File: src/upb_pkg.sv
package upb_pkg;

    // pin count and where the upper pins sit inside the 8-bit register
    localparam int PIN_COUNT = 4;
    localparam int UPPER_LSB = 4;
    localparam int UPPER_MSB = 7;

    // byte addresses of the register words on the bus
    localparam logic [11:0] LATCH_OFFSET = 12'h000;
    localparam logic [11:0] ANALOG_OFFSET = 12'h004;
    localparam logic [11:0] LEVEL_OFFSET = 12'h008;
    localparam logic [11:0] DIRECTION_OFFSET = 12'h00c;
    localparam logic [11:0] ROUTE_OFFSET = 12'h010;

    // reset values of the writable fields
    localparam logic [3:0] LATCH_RESET = 4'h0;
    localparam logic [3:0] ANALOG_RESET = 4'hf;
    localparam logic [3:0] DIRECTION_RESET = 4'hf;
    localparam logic [3:0] ROUTE_RESET = 4'h0;

    // apb request from the master
    typedef struct packed {
        logic psel;
        logic penable;
        logic pwrite;
        logic [11:0] paddr;
        logic [31:0] pwdata;
        logic [3:0] pstrb;
    } upb_apb_req_type;

    // apb answer back to the master
    typedef struct packed {
        logic [31:0] prdata;
        logic pready;
        logic pslverr;
    } upb_apb_rsp_type;

    // whole state of the top module
    typedef struct packed {
        logic [3:0] latch;
        logic [3:0] analog;
        logic [3:0] direction;
        logic [3:0] route;
        upb_apb_rsp_type rsp;
    } upb_top_state_type;

    // whole state of one pin cell
    typedef struct packed {
        logic sync1;
        logic sync2;
        logic level;
        logic pad_out;
        logic pad_oe;
    } upb_cell_state_type;

    localparam upb_top_state_type TOP_RESET = '{
        latch: LATCH_RESET,
        analog: ANALOG_RESET,
        direction: DIRECTION_RESET,
        route: ROUTE_RESET,
        rsp: '{prdata: 32'h0000_0000, pready: 1'b0, pslverr: 1'b0}
    };

    localparam upb_cell_state_type CELL_RESET = '{
        sync1: 1'b0, sync2: 1'b0, level: 1'b0, pad_out: 1'b0, pad_oe: 1'b0
    };

endpackage

File: src/upb_pin_cell.sv
`timescale 1ns/1ps

module upb_pin_cell (
    input logic clock,
    input logic reset_n,
    input logic pin_in,
    input logic latch_bit,
    input logic analog_sel,
    input logic direction,
    input logic route_sel,
    input logic periph_bit,
    input logic analog_out_en,
    output logic pad_out,
    output logic pad_oe,
    output logic level
);

    upb_pkg::upb_cell_state_type state;
    upb_pkg::upb_cell_state_type next_state;

    // next state of the pad and of the input path
    always_comb begin
        next_state = state;
        // sync1 is read by sync2 alone, so metastability never fans out
        next_state.sync1 = pin_in;
        next_state.sync2 = state.sync1;
        // analog mode shuts the input buffer, digital reads see zero
        next_state.level = state.sync2 & ~analog_sel;
        if (analog_out_en) begin
            // an analog output owns the pad, digital drive steps back
            next_state.pad_out = 1'b0;
            next_state.pad_oe = 1'b0;
        end else begin
            // latch by default, peripheral when routed here
            next_state.pad_out = route_sel ? periph_bit : latch_bit;
            // analog select is left out on purpose: output keeps working
            next_state.pad_oe = ~direction;
        end
    end

    // register the cell state
    always_ff @(posedge clock) begin
        if (!reset_n) begin
            state <= upb_pkg::CELL_RESET;
        end else begin
            state <= next_state;
        end
    end

    assign pad_out = state.pad_out;
    assign pad_oe = state.pad_oe;
    assign level = state.level;

    analog_gate_a: assert property (@(posedge clock) disable iff (!reset_n)
        analog_sel |=> !level)
        else $error("analog pin read back non-zero");

    digital_follow_a: assert property (@(posedge clock) disable iff (!reset_n)
        !analog_sel && $past(reset_n) && $past(reset_n, 2) |=> level == $past(pin_in, 3))
        else $error("digital pin level not followed");

    analog_drive_a: assert property (@(posedge clock) disable iff (!reset_n)
        analog_sel && !direction && !analog_out_en |=> pad_oe)
        else $error("analog select blocked digital drive");

    drive_off_a: assert property (@(posedge clock) disable iff (!reset_n)
        direction |=> !pad_oe)
        else $error("pad driven while direction is input");

    source_sel_a: assert property (@(posedge clock) disable iff (!reset_n)
        route_sel && !analog_out_en |=> pad_out == $past(periph_bit))
        else $error("routed peripheral not on pad");

endmodule

File: src/upb_port_top.sv
// Our own choices: the placing of the registers and the APB slave port.
`timescale 1ns/1ps

// Operation
// pins drive own latch after every reset
// routed peripheral or analog output replaces latch
// analog select keeps digital output drive
// four latch bits at positions 7 to 4
// port data writes land in latch
// port data reads return live pin levels
// analog select one disables digital input
// analog select zero gives digital I/O
// bits 3 to 0 read zero, ignore writes
// software sets direction input for analog pins
// analog pins always read digital zero
// driver enabled only when direction is output

module upb_port_top (
    input logic clock,
    input logic reset_n,
    input upb_pkg::upb_apb_req_type apb_req,
    output upb_pkg::upb_apb_rsp_type apb_rsp,
    input logic [3:0] pin_in,
    output logic [3:0] pin_out,
    output logic [3:0] pin_oe,
    input logic [3:0] periph_out,
    input logic [3:0] analog_out_en,
    output logic [3:0] digital_in
);

    upb_pkg::upb_top_state_type state;
    upb_pkg::upb_top_state_type next_state;

    // bus decode helpers, all filled by the one combinational process
    logic access;
    logic complete;
    logic mapped;
    logic [11:0] word_addr;
    logic [31:0] read_word;
    logic [3:0] upper_wdata;

    // gated levels of the four pins, from the pin cells
    logic [3:0] pin_level;

    // next state: apb slave and register file
    always_comb begin
        next_state = state;
        access = apb_req.psel && apb_req.penable;
        // the access edge that the master samples with pready high
        complete = access && state.rsp.pready;
        // low address bits ignored, every register is one aligned word
        word_addr = {apb_req.paddr[11:2], 2'b00};
        upper_wdata = apb_req.pwdata[upb_pkg::UPPER_MSB:upb_pkg::UPPER_LSB];
        read_word = 32'h0000_0000;
        mapped = 1'b1;
        // read mux, unused low bits stay zero
        unique case (word_addr)
            upb_pkg::LATCH_OFFSET: begin
                read_word[upb_pkg::UPPER_MSB:upb_pkg::UPPER_LSB] = state.latch;
            end
            upb_pkg::ANALOG_OFFSET: begin
                read_word[upb_pkg::UPPER_MSB:upb_pkg::UPPER_LSB] = state.analog;
            end
            upb_pkg::LEVEL_OFFSET: begin
                // live pins, never the latch; analog pins already read zero
                read_word[upb_pkg::UPPER_MSB:upb_pkg::UPPER_LSB] = pin_level;
            end
            upb_pkg::DIRECTION_OFFSET: begin
                read_word[upb_pkg::UPPER_MSB:upb_pkg::UPPER_LSB] = state.direction;
            end
            upb_pkg::ROUTE_OFFSET: begin
                read_word[upb_pkg::UPPER_MSB:upb_pkg::UPPER_LSB] = state.route;
            end
            default: begin
                mapped = 1'b0;
            end
        endcase

        // pready is a one-cycle pulse: one wait state on every access
        next_state.rsp.pready = 1'b0;
        if (access && !state.rsp.pready) begin
            next_state.rsp.pready = 1'b1;
            next_state.rsp.pslverr = !mapped;
            next_state.rsp.prdata = apb_req.pwrite ? 32'h0000_0000 : read_word;
        end

        // writes take effect only at the completing edge, lane 0 only
        if (complete && apb_req.pwrite && mapped && apb_req.pstrb[0]) begin
            unique case (word_addr)
                upb_pkg::LATCH_OFFSET: begin
                    // only bits 7 to 4 exist, bits 3 to 0 are dropped
                    next_state.latch = upper_wdata;
                end
                upb_pkg::LEVEL_OFFSET: begin
                    // a port write never touches the pins directly
                    next_state.latch = upper_wdata;
                end
                upb_pkg::ANALOG_OFFSET: begin
                    next_state.analog = upper_wdata;
                end
                upb_pkg::DIRECTION_OFFSET: begin
                    // software should leave analog pins as inputs
                    next_state.direction = upper_wdata;
                end
                upb_pkg::ROUTE_OFFSET: begin
                    next_state.route = upper_wdata;
                end
                default: begin
                    next_state.latch = state.latch;
                end
            endcase
        end
    end

    // register the top state; reset hands every pin back to its latch
    always_ff @(posedge clock) begin
        if (!reset_n) begin
            state <= upb_pkg::TOP_RESET;
        end else begin
            state <= next_state;
        end
    end

    assign apb_rsp = state.rsp;

    // one cell per pin; the cell registers pad drive and input level
    for (genvar i = 0; i < upb_pkg::PIN_COUNT; i++) begin : g_pin
        upb_pin_cell u_cell (
            .clock(clock),
            .reset_n(reset_n),
            .pin_in(pin_in[i]),
            .latch_bit(state.latch[i]),
            .analog_sel(state.analog[i]),
            .direction(state.direction[i]),
            .route_sel(state.route[i]),
            .periph_bit(periph_out[i]),
            .analog_out_en(analog_out_en[i]),
            .pad_out(pin_out[i]),
            .pad_oe(pin_oe[i]),
            .level(pin_level[i])
        );
    end

    // peripherals see the same gated levels as software
    assign digital_in = pin_level;

    reset_latch_a: assert property (@(posedge clock)
        !reset_n |=> state.route == upb_pkg::ROUTE_RESET)
        else $error("peripheral route active after reset");

    reset_drive_a: assert property (@(posedge clock) disable iff (!reset_n)
        $rose(reset_n) && analog_out_en == 4'h0 ##1 analog_out_en == 4'h0
        |=> pin_out == $past(state.latch))
        else $error("pins not driven from latch after reset");

    latch_write_a: assert property (@(posedge clock) disable iff (!reset_n)
        complete && apb_req.pwrite && apb_req.pstrb[0]
        && word_addr == upb_pkg::LATCH_OFFSET
        |=> state.latch == $past(apb_req.pwdata[7:4]))
        else $error("latch write lost");

    port_write_a: assert property (@(posedge clock) disable iff (!reset_n)
        complete && apb_req.pwrite && apb_req.pstrb[0]
        && word_addr == upb_pkg::LEVEL_OFFSET
        |=> state.latch == $past(apb_req.pwdata[7:4]))
        else $error("port write did not reach latch");

    port_read_a: assert property (@(posedge clock) disable iff (!reset_n)
        access && !state.rsp.pready && !apb_req.pwrite
        && word_addr == upb_pkg::LEVEL_OFFSET
        |=> apb_rsp.pready && apb_rsp.prdata[7:4] == $past(pin_level))
        else $error("port read not live pin level");

    low_bits_a: assert property (@(posedge clock) disable iff (!reset_n)
        apb_rsp.pready |-> apb_rsp.prdata[3:0] == 4'h0
        && apb_rsp.prdata[31:8] == 24'h00_0000)
        else $error("unimplemented bits read non-zero");

    analog_read_a: assert property (@(posedge clock) disable iff (!reset_n)
        state.analog == 4'hf ##1 state.analog == 4'hf |=> digital_in == 4'h0)
        else $error("analog pins visible to digital reads");

    ready_pulse_a: assert property (@(posedge clock) disable iff (!reset_n)
        apb_rsp.pready |=> !apb_rsp.pready)
        else $error("pready held beyond one cycle");

    unmapped_a: assert property (@(posedge clock) disable iff (!reset_n)
        access && !state.rsp.pready && !mapped |=> apb_rsp.pslverr && apb_rsp.pready)
        else $error("unmapped address not flagged");

    // latch read-back shows the latch, never the pins
    latch_read_a: assert property (@(posedge clock) disable iff (!reset_n)
        access && !state.rsp.pready && !apb_req.pwrite
        && word_addr == upb_pkg::LATCH_OFFSET
        |=> apb_rsp.prdata[7:4] == $past(state.latch))
        else $error("latch read-back wrong");

    // analog select word reads back as written
    analog_word_a: assert property (@(posedge clock) disable iff (!reset_n)
        access && !state.rsp.pready && !apb_req.pwrite
        && word_addr == upb_pkg::ANALOG_OFFSET
        |=> apb_rsp.prdata[7:4] == $past(state.analog))
        else $error("analog select read-back wrong");

    // direction word reads back as written
    direction_word_a: assert property (@(posedge clock) disable iff (!reset_n)
        access && !state.rsp.pready && !apb_req.pwrite
        && word_addr == upb_pkg::DIRECTION_OFFSET
        |=> apb_rsp.prdata[7:4] == $past(state.direction))
        else $error("direction read-back wrong");

    // route word reads back as written
    route_word_a: assert property (@(posedge clock) disable iff (!reset_n)
        access && !state.rsp.pready && !apb_req.pwrite
        && word_addr == upb_pkg::ROUTE_OFFSET
        |=> apb_rsp.prdata[7:4] == $past(state.route))
        else $error("route read-back wrong");

    // analog pins read zero through the port word as well
    level_hide_a: assert property (@(posedge clock) disable iff (!reset_n)
        access && !state.rsp.pready && !apb_req.pwrite
        && word_addr == upb_pkg::LEVEL_OFFSET
        |=> (apb_rsp.prdata[7:4] & $past(state.analog)) == 4'h0)
        else $error("analog pin visible in port read");

    // analog select write lands at the completing edge
    analog_write_a: assert property (@(posedge clock) disable iff (!reset_n)
        complete && apb_req.pwrite && apb_req.pstrb[0]
        && word_addr == upb_pkg::ANALOG_OFFSET
        |=> state.analog == $past(apb_req.pwdata[7:4]))
        else $error("analog select write lost");

    // direction write lands at the completing edge
    direction_write_a: assert property (@(posedge clock) disable iff (!reset_n)
        complete && apb_req.pwrite && apb_req.pstrb[0]
        && word_addr == upb_pkg::DIRECTION_OFFSET
        |=> state.direction == $past(apb_req.pwdata[7:4]))
        else $error("direction write lost");

    // route write lands at the completing edge
    route_write_a: assert property (@(posedge clock) disable iff (!reset_n)
        complete && apb_req.pwrite && apb_req.pstrb[0]
        && word_addr == upb_pkg::ROUTE_OFFSET
        |=> state.route == $past(apb_req.pwdata[7:4]))
        else $error("route write lost");

    // a write without the lane 0 strobe changes nothing
    strobe_ignore_a: assert property (@(posedge clock) disable iff (!reset_n)
        complete && apb_req.pwrite && !apb_req.pstrb[0]
        |=> $stable(state.latch) && $stable(state.analog)
        && $stable(state.direction) && $stable(state.route))
        else $error("write without lane 0 strobe took effect");

    // a refused write leaves every field alone
    unmapped_keep_a: assert property (@(posedge clock) disable iff (!reset_n)
        complete && apb_req.pwrite && !mapped
        |=> $stable(state.latch) && $stable(state.analog)
        && $stable(state.direction) && $stable(state.route))
        else $error("unmapped write changed a register");

    // the wait-state edge must not write early
    early_write_a: assert property (@(posedge clock) disable iff (!reset_n)
        access && !state.rsp.pready
        |=> $stable(state.latch) && $stable(state.analog)
        && $stable(state.direction) && $stable(state.route))
        else $error("write took effect before completion");

    // every access is answered after exactly one wait state
    ready_after_a: assert property (@(posedge clock) disable iff (!reset_n)
        access && !state.rsp.pready |=> apb_rsp.pready)
        else $error("access not answered after one wait state");

    // no answer appears without an access
    no_answer_a: assert property (@(posedge clock) disable iff (!reset_n)
        !access |=> !apb_rsp.pready)
        else $error("pready without an access");

    // writes answer with zero read data
    write_data_a: assert property (@(posedge clock) disable iff (!reset_n)
        access && !state.rsp.pready && apb_req.pwrite |=> apb_rsp.prdata == 32'h0000_0000)
        else $error("write answered with read data");

    // mapped words never raise the error flag
    mapped_ok_a: assert property (@(posedge clock) disable iff (!reset_n)
        access && !state.rsp.pready && mapped |=> !apb_rsp.pslverr)
        else $error("mapped access flagged as error");

    // answer data stays put between answers
    answer_hold_a: assert property (@(posedge clock) disable iff (!reset_n)
        !(access && !state.rsp.pready)
        |=> $stable(apb_rsp.prdata) && $stable(apb_rsp.pslverr))
        else $error("answer changed without an access");

    // reset restores the latch, analog select and direction fields
    reset_fields_a: assert property (@(posedge clock)
        !reset_n |=> state.latch == upb_pkg::LATCH_RESET
        && state.analog == upb_pkg::ANALOG_RESET
        && state.direction == upb_pkg::DIRECTION_RESET)
        else $error("register field not at reset value");

    // pads released and bus quiet while reset is low
    reset_pads_a: assert property (@(posedge clock)
        !reset_n |=> pin_oe == 4'h0 && digital_in == 4'h0 && !apb_rsp.pready)
        else $error("outputs active during reset");

    // unrouted pins follow their latch one edge later
    latch_drive_a: assert property (@(posedge clock) disable iff (!reset_n)
        reset_n |=> ((pin_out ^ $past(state.latch)) & ~$past(state.route)
        & ~$past(analog_out_en)) == 4'h0)
        else $error("unrouted pin not driven from latch");

    // routed pins follow the peripheral one edge later
    routed_drive_a: assert property (@(posedge clock) disable iff (!reset_n)
        state.route != 4'h0 |=> ((pin_out ^ $past(periph_out)) & $past(state.route)
        & ~$past(analog_out_en)) == 4'h0)
        else $error("routed pin not driven from peripheral");

    // an analog output takes the pad from digital drive
    analog_release_a: assert property (@(posedge clock) disable iff (!reset_n)
        analog_out_en != 4'h0 |=> (pin_oe & $past(analog_out_en)) == 4'h0)
        else $error("pad driven under analog output");

    // input pins are never driven
    input_release_a: assert property (@(posedge clock) disable iff (!reset_n)
        state.direction != 4'h0 |=> (pin_oe & $past(state.direction)) == 4'h0)
        else $error("input pin driven");

    // enable follows direction where no analog output is on, analog select has no say
    output_enable_a: assert property (@(posedge clock) disable iff (!reset_n)
        reset_n |=> ((pin_oe ^ ~$past(state.direction))
        & ~$past(analog_out_en)) == 4'h0)
        else $error("pad enable not set by direction");

    // analog pins never reach the peripherals
    level_gate_a: assert property (@(posedge clock) disable iff (!reset_n)
        state.analog != 4'h0 |=> (digital_in & $past(state.analog)) == 4'h0)
        else $error("analog pin level reached peripherals");

    // digital pins reach the peripherals three edges after the pin
    digital_pass_a: assert property (@(posedge clock) disable iff (!reset_n)
        state.analog == 4'h0 && $past(reset_n) && $past(reset_n, 2)
        |=> digital_in == $past(pin_in, 3))
        else $error("digital pin level not passed on");

endmodule

File: config.mk
export PLATFORM = sky130hd
export DESIGN_NAME = upb_port_top
export DESIGN_NICKNAME = d
export VERILOG_FILES = /design/src/upb_pkg.sv /design/src/upb_pin_cell.sv /design/src/upb_port_top.sv
export SDC_FILE = /design/constraint.sdc
export NUM_CORES = 1
export LEC_CHECK = 0
export BUFFER_PORTS_ARGS = -buffer_cell sky130_fd_sc_hd__buf_4
export CAP_MARGIN = 20
export CORE_ASPECT_RATIO = 0.9
export CORE_MARGIN = 1.5
export CORE_UTILIZATION = 40
export DETAILED_ROUTE_END_ITERATION = 10
export PLACE_DENSITY = 0.8
export SLEW_MARGIN = 40
export SYNTH_ARGS = -nofsm -noshare
export SYNTH_HDL_FRONTEND = slang
export SYNTH_SLANG_ARGS = --single-unit
export TNS_END_PERCENT = 1
File: constraint.sdc
create_clock -name clock -period 1.3 [get_ports clock]
set_input_delay 0.195 -clock clock [delete_from_list [all_inputs] [get_ports clock]]
set_output_delay 0.195 -clock clock [all_outputs]
set_load 0.05 [all_outputs]
== Yosys cells after proc, flatten, opt, wreduce, memory -nomap -nowiden ==
Index checks and enable logic that the tools add are counted.
Cells by class
  equal/unequal tests: 4
  mux-type cells: 8
  bitwise gates (word level): 13
  reductions and logical operators: 19
Operator list (number)
  $eq 10x2->1 const B: 2
  $pmux 4 s5: 1
  $eq 10x1->1 const B: 1
  $eq 10x3->1 const B: 1
  $logic_not 10->1: 1
  $reduce_or 2->1: 5
  $not 1->1: 9
  $mux 8: 1
  $reduce_and 2->1: 4
  $logic_and 1x1->1: 6
  $mux 1: 5
  $reduce_or 5->1: 1
  $and 1x1->1: 4
  $logic_not 1->1: 2
  $mux 2: 1
Storage, ports and cells
  word-level logic and storage cells: 71
  input port bits: 65
  output and inout port bits: 46
  register bits after elaboration: 46

== Depth between registers and ports, before layout ==
Gate-level depths: netlist (run 1).
  depth after elaboration: 6
  gate-level depth with buffers: 5
  depth with buffers taken out: 4

== Hierarchy ==
Synthesis (run 1) repeated with hierarchy kept, for this count alone.
Second synthesis, totals
  cell total of the unflattened synthesis: 192
  area total of the unflattened synthesis: 1945.6 sq um
By module, submodules not included
  upb_port_top: seq. area each 440.4 sq um, area each 1365.1 sq um, cells each 144, instances 1
  upb_pin_cell: seq. area each 100.1 sq um, area each 145.1 sq um, cells each 12, instances 4

== Least setup slack after synthesis (run 1) ==
Ideal clock, no wire load.
  kind: register to register
  start: reg state, in the netlist apb_rsp[1]
  end: reg state[42] (netlist bit)
  data arrival time: 1578 ps
  stages on the path, launching flop included: 5
  clock period less this slack: 1650 ps
  library setup time: 72 ps
  setup slack: -350 ps
  cells stage by stage: dfxtp_1 and4_1 nand4_4 nor3_4 mux2i_1
On the way
  cells in the longest elaborated chain, start to end: 5
RTL lines
  start: declaration: line upb_port_top.sv:31  | upb_pkg::upb_top_state_type state;
  start signal: assignment: line upb_port_top.sv:118  | state <= upb_pkg::TOP_RESET;
  start signal: assignment: line upb_port_top.sv:120  | state <= next_state;
  $logic_and 1x1->1: line upb_port_top.sv:50  | complete = access && state.rsp.pready;
  $logic_and 1x1->1 (3 in a row): line upb_port_top.sv:88  | if (complete && apb_req.pwrite && mapped && apb_req.pstrb[0]) begin
  $reduce_and 2->1 (no line)
Every way passes these cells.
A chain may end at the register's enable or synchronous reset.

== Worst setup path in the final report (run 1) ==
  start: reg state, in the netlist apb_rsp[1]
  end: reg state[38] (netlist bit)
The elaborated chain is that of the path after synthesis.

==> impl_metrics.tcl, run 1 <==
set metrics [dict create \
    slew_violations 0 \
    met3_length_um 246 \
    grt_pass1_wl_um 6180 \
    nFillCells 471 \
    fp.dieH_um 69.6 \
    cts_sinks 42 \
    root_buffer "clkbuf_8" \
    yosysSeqAreaShare_pct 42.7 \
    async_reset_ff_share_pct 0 \
    gp_congestion 0.800 \
    first_pass_iters 4 \
    setup_violations 4 \
    hold_viol 0 \
    overflow 0 \
    leakagePower_nw 1.11 \
    post-dp-hpwl_um 2990 \
    cts_buffer_depth 2 \
    wl_per_cell_um 11.7 \
    final_antenna_net_count 0 \
    hold_class "in2reg" \
    final_cell_mix "67 x buf_4, 41 x dfxtp_1, 28 x conb_1" \
    avgSynthCellArea_um2 9.80 \
    dr.max_layer_used "met4" \
    finalSetupTns_ns -0.0730 \
    netlist_area_um2 1970 \
    end_kind "flop" \
    antenna_found_initial 0 \
    drc 0 \
    seq_area_um2 845 \
    drt_wl_total_um 3770 \
    die_area_um2 5360 \
    multi_input_area_um2 898 \
    htree_levels 2 \
    synth_seq_cells 42 \
    first_iter_violations 52 \
    grt_max_degree 32 \
    rsz0062_at_grt "true" \
    synth-edff-count 0 \
    violations "setup timing" \
    rows 24 \
    final_common_cell "buf_4" \
    maxCapViolations 0 \
    ys_warn_count 0 \
    initial_utilization_pct 41.0 \
    fin_ws_ns -0.0248 \
    dr_wl_met2_um 1790 \
    die_x_um 77.0 \
    layout.nets 322 \
    io_pins 111 \
    grt_pass1_vias 1370 \
    status "finished with violations" \
    ys_types 31 \
    start_kind "flop" \
    post-route-period-util_pct 102 \
    num_antenna_cells 0 \
    cp_max_fo 7 \
    hold_buffers 0 \
    ir_drop_mv 0.404 \
    fin_util_pct 51.3 \
    cts_made_buffers 5 \
    gr-usage-all-layers_pct 14.8 \
    drive_gt1_share_pct 32.7 \
    ys.flop_type "dfxtp_1" \
    port_buffers 49 \
    wl_met1_um 1700 \
    insertion_delay_ns 0.29 \
    num_vias 1403 \
    post_cts_buffers 0 \
    critPathRequiredTime_ns 1.52 \
    vias_per_cell 4.36 \
    place_inst 315 \
    core_um2 4800 \
    fin_area_um2 2470 \
    cts_tree "done" \
    powerDensity_nw_per_um2 1070 \
    clock.fmax_ghz 0.755 \
    path_clk_slew_ns 0.08 \
    fin_crit_ns 1.32 \
    worstPathArrival_ns 1.54 \
    fin_skew_ns 0.00591 \
    power_mw 2.65 \
    syn_to_final_growth_pct 25.1 \
    critPathKind "reg2reg" \
    synth_cells 201 \
    place_area_um2 2350 \
    fin_cells 322 \
]
Yosys cell counts, drive strengths merged, types with 4 or more instances:
cell,count,share of area (%)
buf,42,16
dfxtp,42,43
mux2i,24,12
and2,13,4.1
nor2b,13,4.1
nand2,12,2.3
nor2,11,2.2
o21ai,8,2.0
clkbuf,5,0.95
nand2b,5,2.0
a21oi,4,1.0
o211ai,4,1.5
o22ai,4,1.3
registers in the layout, summed over array words and instances (netlist names):
| register | flops |
|---|---|
| g_pin.u_cell.pad_oe | 4 |
| apb_rsp | 6 |
| g_pin.u_cell.state | 4 |
| g_pin.u_cell.next_state | 4 |
| g_pin.u_cell.pad_out | 4 |
| g_pin.u_cell.level | 4 |
| state | 16 |
metrics by stage:
step / setup slack, ns / hold slack, ns
floorplan: -0.0251 / 0.322
global placement: -0.140 / 0.404
detailed placement: -0.164 / 0.408
CTS: -0.0281 / 0.101
global route: -0.107 / 0.104
finish: -0.0248 / 0.111
final cells by class:
cell class,instances,share of cell area (%)
Multi-Input combinational cell,139,36.4
Clock buffer,7,4.36
Timing Repair Buffer,69,21.7
Sequential cell,42,34.2
Tap cell,65,3.30
report_power, final:
| group | internal [mW] | switching, mW | total, mW |
|---|---|---|---|
| Combinational | 0.124 | 0.276 | 0.400 |
| Clock | 0.537 | 0.410 | 0.947 |
| Sequential | 1.30 | 0.00388 | 1.30 |
logic make-up (layout without fill, tap and decap cells):
kind of cell	Yosys count	count (layout)	share of synthesized area [%]
AND/OR/NAND/NOR	65	65	21.1
multiplexers	24	24	12.2
AO/OA/AOI/OAI	22	22	6.79
flip-flops	42	42	42.7
buffers and inverters	47	76	17.0
other	1	28	0.190
layer usage:
layer  GRT usage [%]  vias up
met5               0        -
met4            4.44        0
met3            5.13        6
met2            25.0       45
met1            17.7      635
li1                -      717
what timing repair did:
item / in CTS / in global routing
setup endpoints to repair: 5 / 12
gates resized for setup: 1 / 0
pin swaps: 0 / 0
final timing paths:
path / start / endpoint / slack (ns) / cells after the start
worst max register to register: apb_rsp[1] / state[38] / -0.02 / 5
worst max-delay path: apb_rsp[1] / state[38] / -0.02 / 5
worst min register to register: g_pin[0].u_cell.state[3] / g_pin[0].u_cell.level / 0.43 / 1
worst min-delay path: pin_in[2] / g_pin[2].u_cell.next_state[3] / 0.11 / 2
critical path: stages (launching register included):
cell	delay, ns
dfxtp_4	0.35
and4_4	0.22
nand4_4	0.14
nor2_2	0.19
buf_4	0.17
mux2i_1	0.18
(Power assumes the default switching activity.)
==> run 2, diff against run 1 <==
==> constraint.sdc (replaced) <==
create_clock -name clock -period 1.3 [get_ports clock]
set_input_delay 0.065 -clock clock [delete_from_list [all_inputs] [get_ports clock]]
set_output_delay 0.065 -clock clock [all_outputs]
set_load 0.05 [all_outputs]
==> run 2 against run 1 <==
The run still ends with setup timing left. Clock skew rose by 0.0089 ns. Cell count decreased by 0.93%. Critical path depth unchanged. Non-clock buffer count decreased by 4. Worst hold slack worse by 0.10 ns. Maximum frequency decreased by 1.8%. Sequential share of layout area about the same. Utilization is essentially flat. Final area barely moved. Combinational power fell by 3%. Power grew 11%. Flip-flop and latch count is the same. Highest routed layer unchanged.
==> impl_metrics.tcl, run 2 (synthesized netlist as in run 1, its figures left out) <==
set metrics [dict create \
    powerDensity_nw_per_um2 1200 \
    die_area_um2 5360 \
    maxCapViolations 0 \
    setup_violations 4 \
    clock.fmax_ghz 0.741 \
    fp.dieH_um 69.6 \
    cts_sinks 42 \
    htree_levels 2 \
    holdWs_ns 0.00923 \
    root_buffer "clkbuf_8" \
    gp_congestion 0.772 \
    path_cells "and4_4 > nand4_4 > nor3_4 > buf_4 > mux2i_1" \
    core_um2 4800 \
    end_kind "flop" \
    first_iter_violations 41 \
    antenna_found_initial 0 \
    grt_pass1_vias 1337 \
    cpPeakStageDelay_ns 0.35 \
    postCtsResizedCells 0 \
    rsz0062_at_grt "true" \
    initial_utilization_pct 41.0 \
    io_pins 111 \
    finalSetupTns_ns -0.154 \
    vias_per_cell 4.45 \
    overflow 0 \
    hold_class "in2reg" \
    path_clk_slew_ns 0.09 \
    worstPathArrival_ns 1.56 \
    syn_to_final_growth_pct 25.1 \
    critPathKind "reg2reg" \
    grt_max_degree 25 \
    num_vias 1418 \
    fin_util_pct 51.3 \
    fin_skew_ns 0.0148 \
    port_buffers 49 \
    drive_gt1_share_pct 30.3 \
    slowest_stage "dfxtp_4" \
    post-route-period-util_pct 104 \
    grtUsageMet3_pct 4.74 \
    drt_wl_total_um 3740 \
    final_common_cell "buf_4" \
    multi_input_area_um2 898 \
    critPathRequiredTime_ns 1.51 \
    rows 24 \
    cp_max_fo 7 \
    place_ws_ns -0.0604 \
    first_pass_iters 4 \
    post-dp-hpwl_um 2850 \
    layout.nets 318 \
    slew_violations 0 \
    grt_pass1_wl_um 6150 \
    fin_crit_ns 1.35 \
    final_antenna_net_count 0 \
    seq_area_um2 845 \
    post_cts_buffers 0 \
    leakagePower_nw 1.10 \
    nFillCells 484 \
    cts_buffer_depth 2 \
    num_antenna_cells 0 \
    gr-usage-all-layers_pct 14.8 \
    final_cell_mix "61 x buf_4, 41 x dfxtp_1, 28 x conb_1" \
    fin_area_um2 2460 \
    top_register "state" \
    place_area_um2 2280 \
    largest_reg_flops 16 \
    hold_viol 0 \
    wl_per_cell_um 11.7 \
    violations "setup timing" \
    start_kind "flop" \
    drc 0 \
    use_met1_pct 17.8 \
    status "finished with violations" \
    cts_tree "done" \
    die_x_um 77.0 \
    fin_ws_ns -0.0496 \
    insertion_delay_ns 0.30 \
    use_met2_pct 24.9 \
    busiest_layer "met2" \
    ir_drop_mv 0.716 \
    cts_made_buffers 5 \
]
run 2: area by class of cell:
cell class | count | area share, %
clock buffers | 6 | 3.35
flip-flops and latches | 42 | 34.3
repair buffers | 65 | 20.2
clock inverters | 2 | 2.44
multi-input cells | 139 | 36.4
well taps | 65 | 3.30
run 2: metal layers:
metal / routed length [um] / part of all wire (%)
met5: 0 / 0
met4: 42 / 1.1
met3: 246 / 6.6
met2: 1800 / 48
met1: 1640 / 44
run 2: final timing paths:
path                                                from                      end  cells after the start  slack, ns
worst max-delay path                          apb_rsp[1]                state[44]                      5      -0.05
worst min register to register  g_pin[0].u_cell.state[3]    g_pin[0].u_cell.level                      1       0.43
worst min-delay path                       periph_out[1]  g_pin[1].u_cell.pad_out                      3      0.009
worst max register to register                apb_rsp[1]                state[44]                      5      -0.05
run 2: repair_timing:
action | 4_1_cts | 5_1_grt
endpoints found under the hold margin | 4 | 0
pin swaps | 1 | 1
gates cloned | 0 | 0
hold buffers | 4 | 0
endpoints found under the setup margin | 7 | 12
run 2: stage by stage:
stage,power (mW),cells
finish,2.95,319
global route,3.06,319
CTS,2.98,319
detailed placement,1.71,307
global placement,1.71,307
floorplan,1.67,228
run 2: worst max-delay path, delay by kind of cell, from the launching register on:
kind	cells	cell delay, ns
muxes	1	0.18
buffers and inverters	1	0.15
and+or+nand+nor	3	0.57
DFF	1	0.35
run 2: power by group:
group	switching [mW]	internal, mW
Clock	0.442	0.819
Combinational	0.272	0.114
Sequential	0.00388	1.30
Total	0.718	2.23
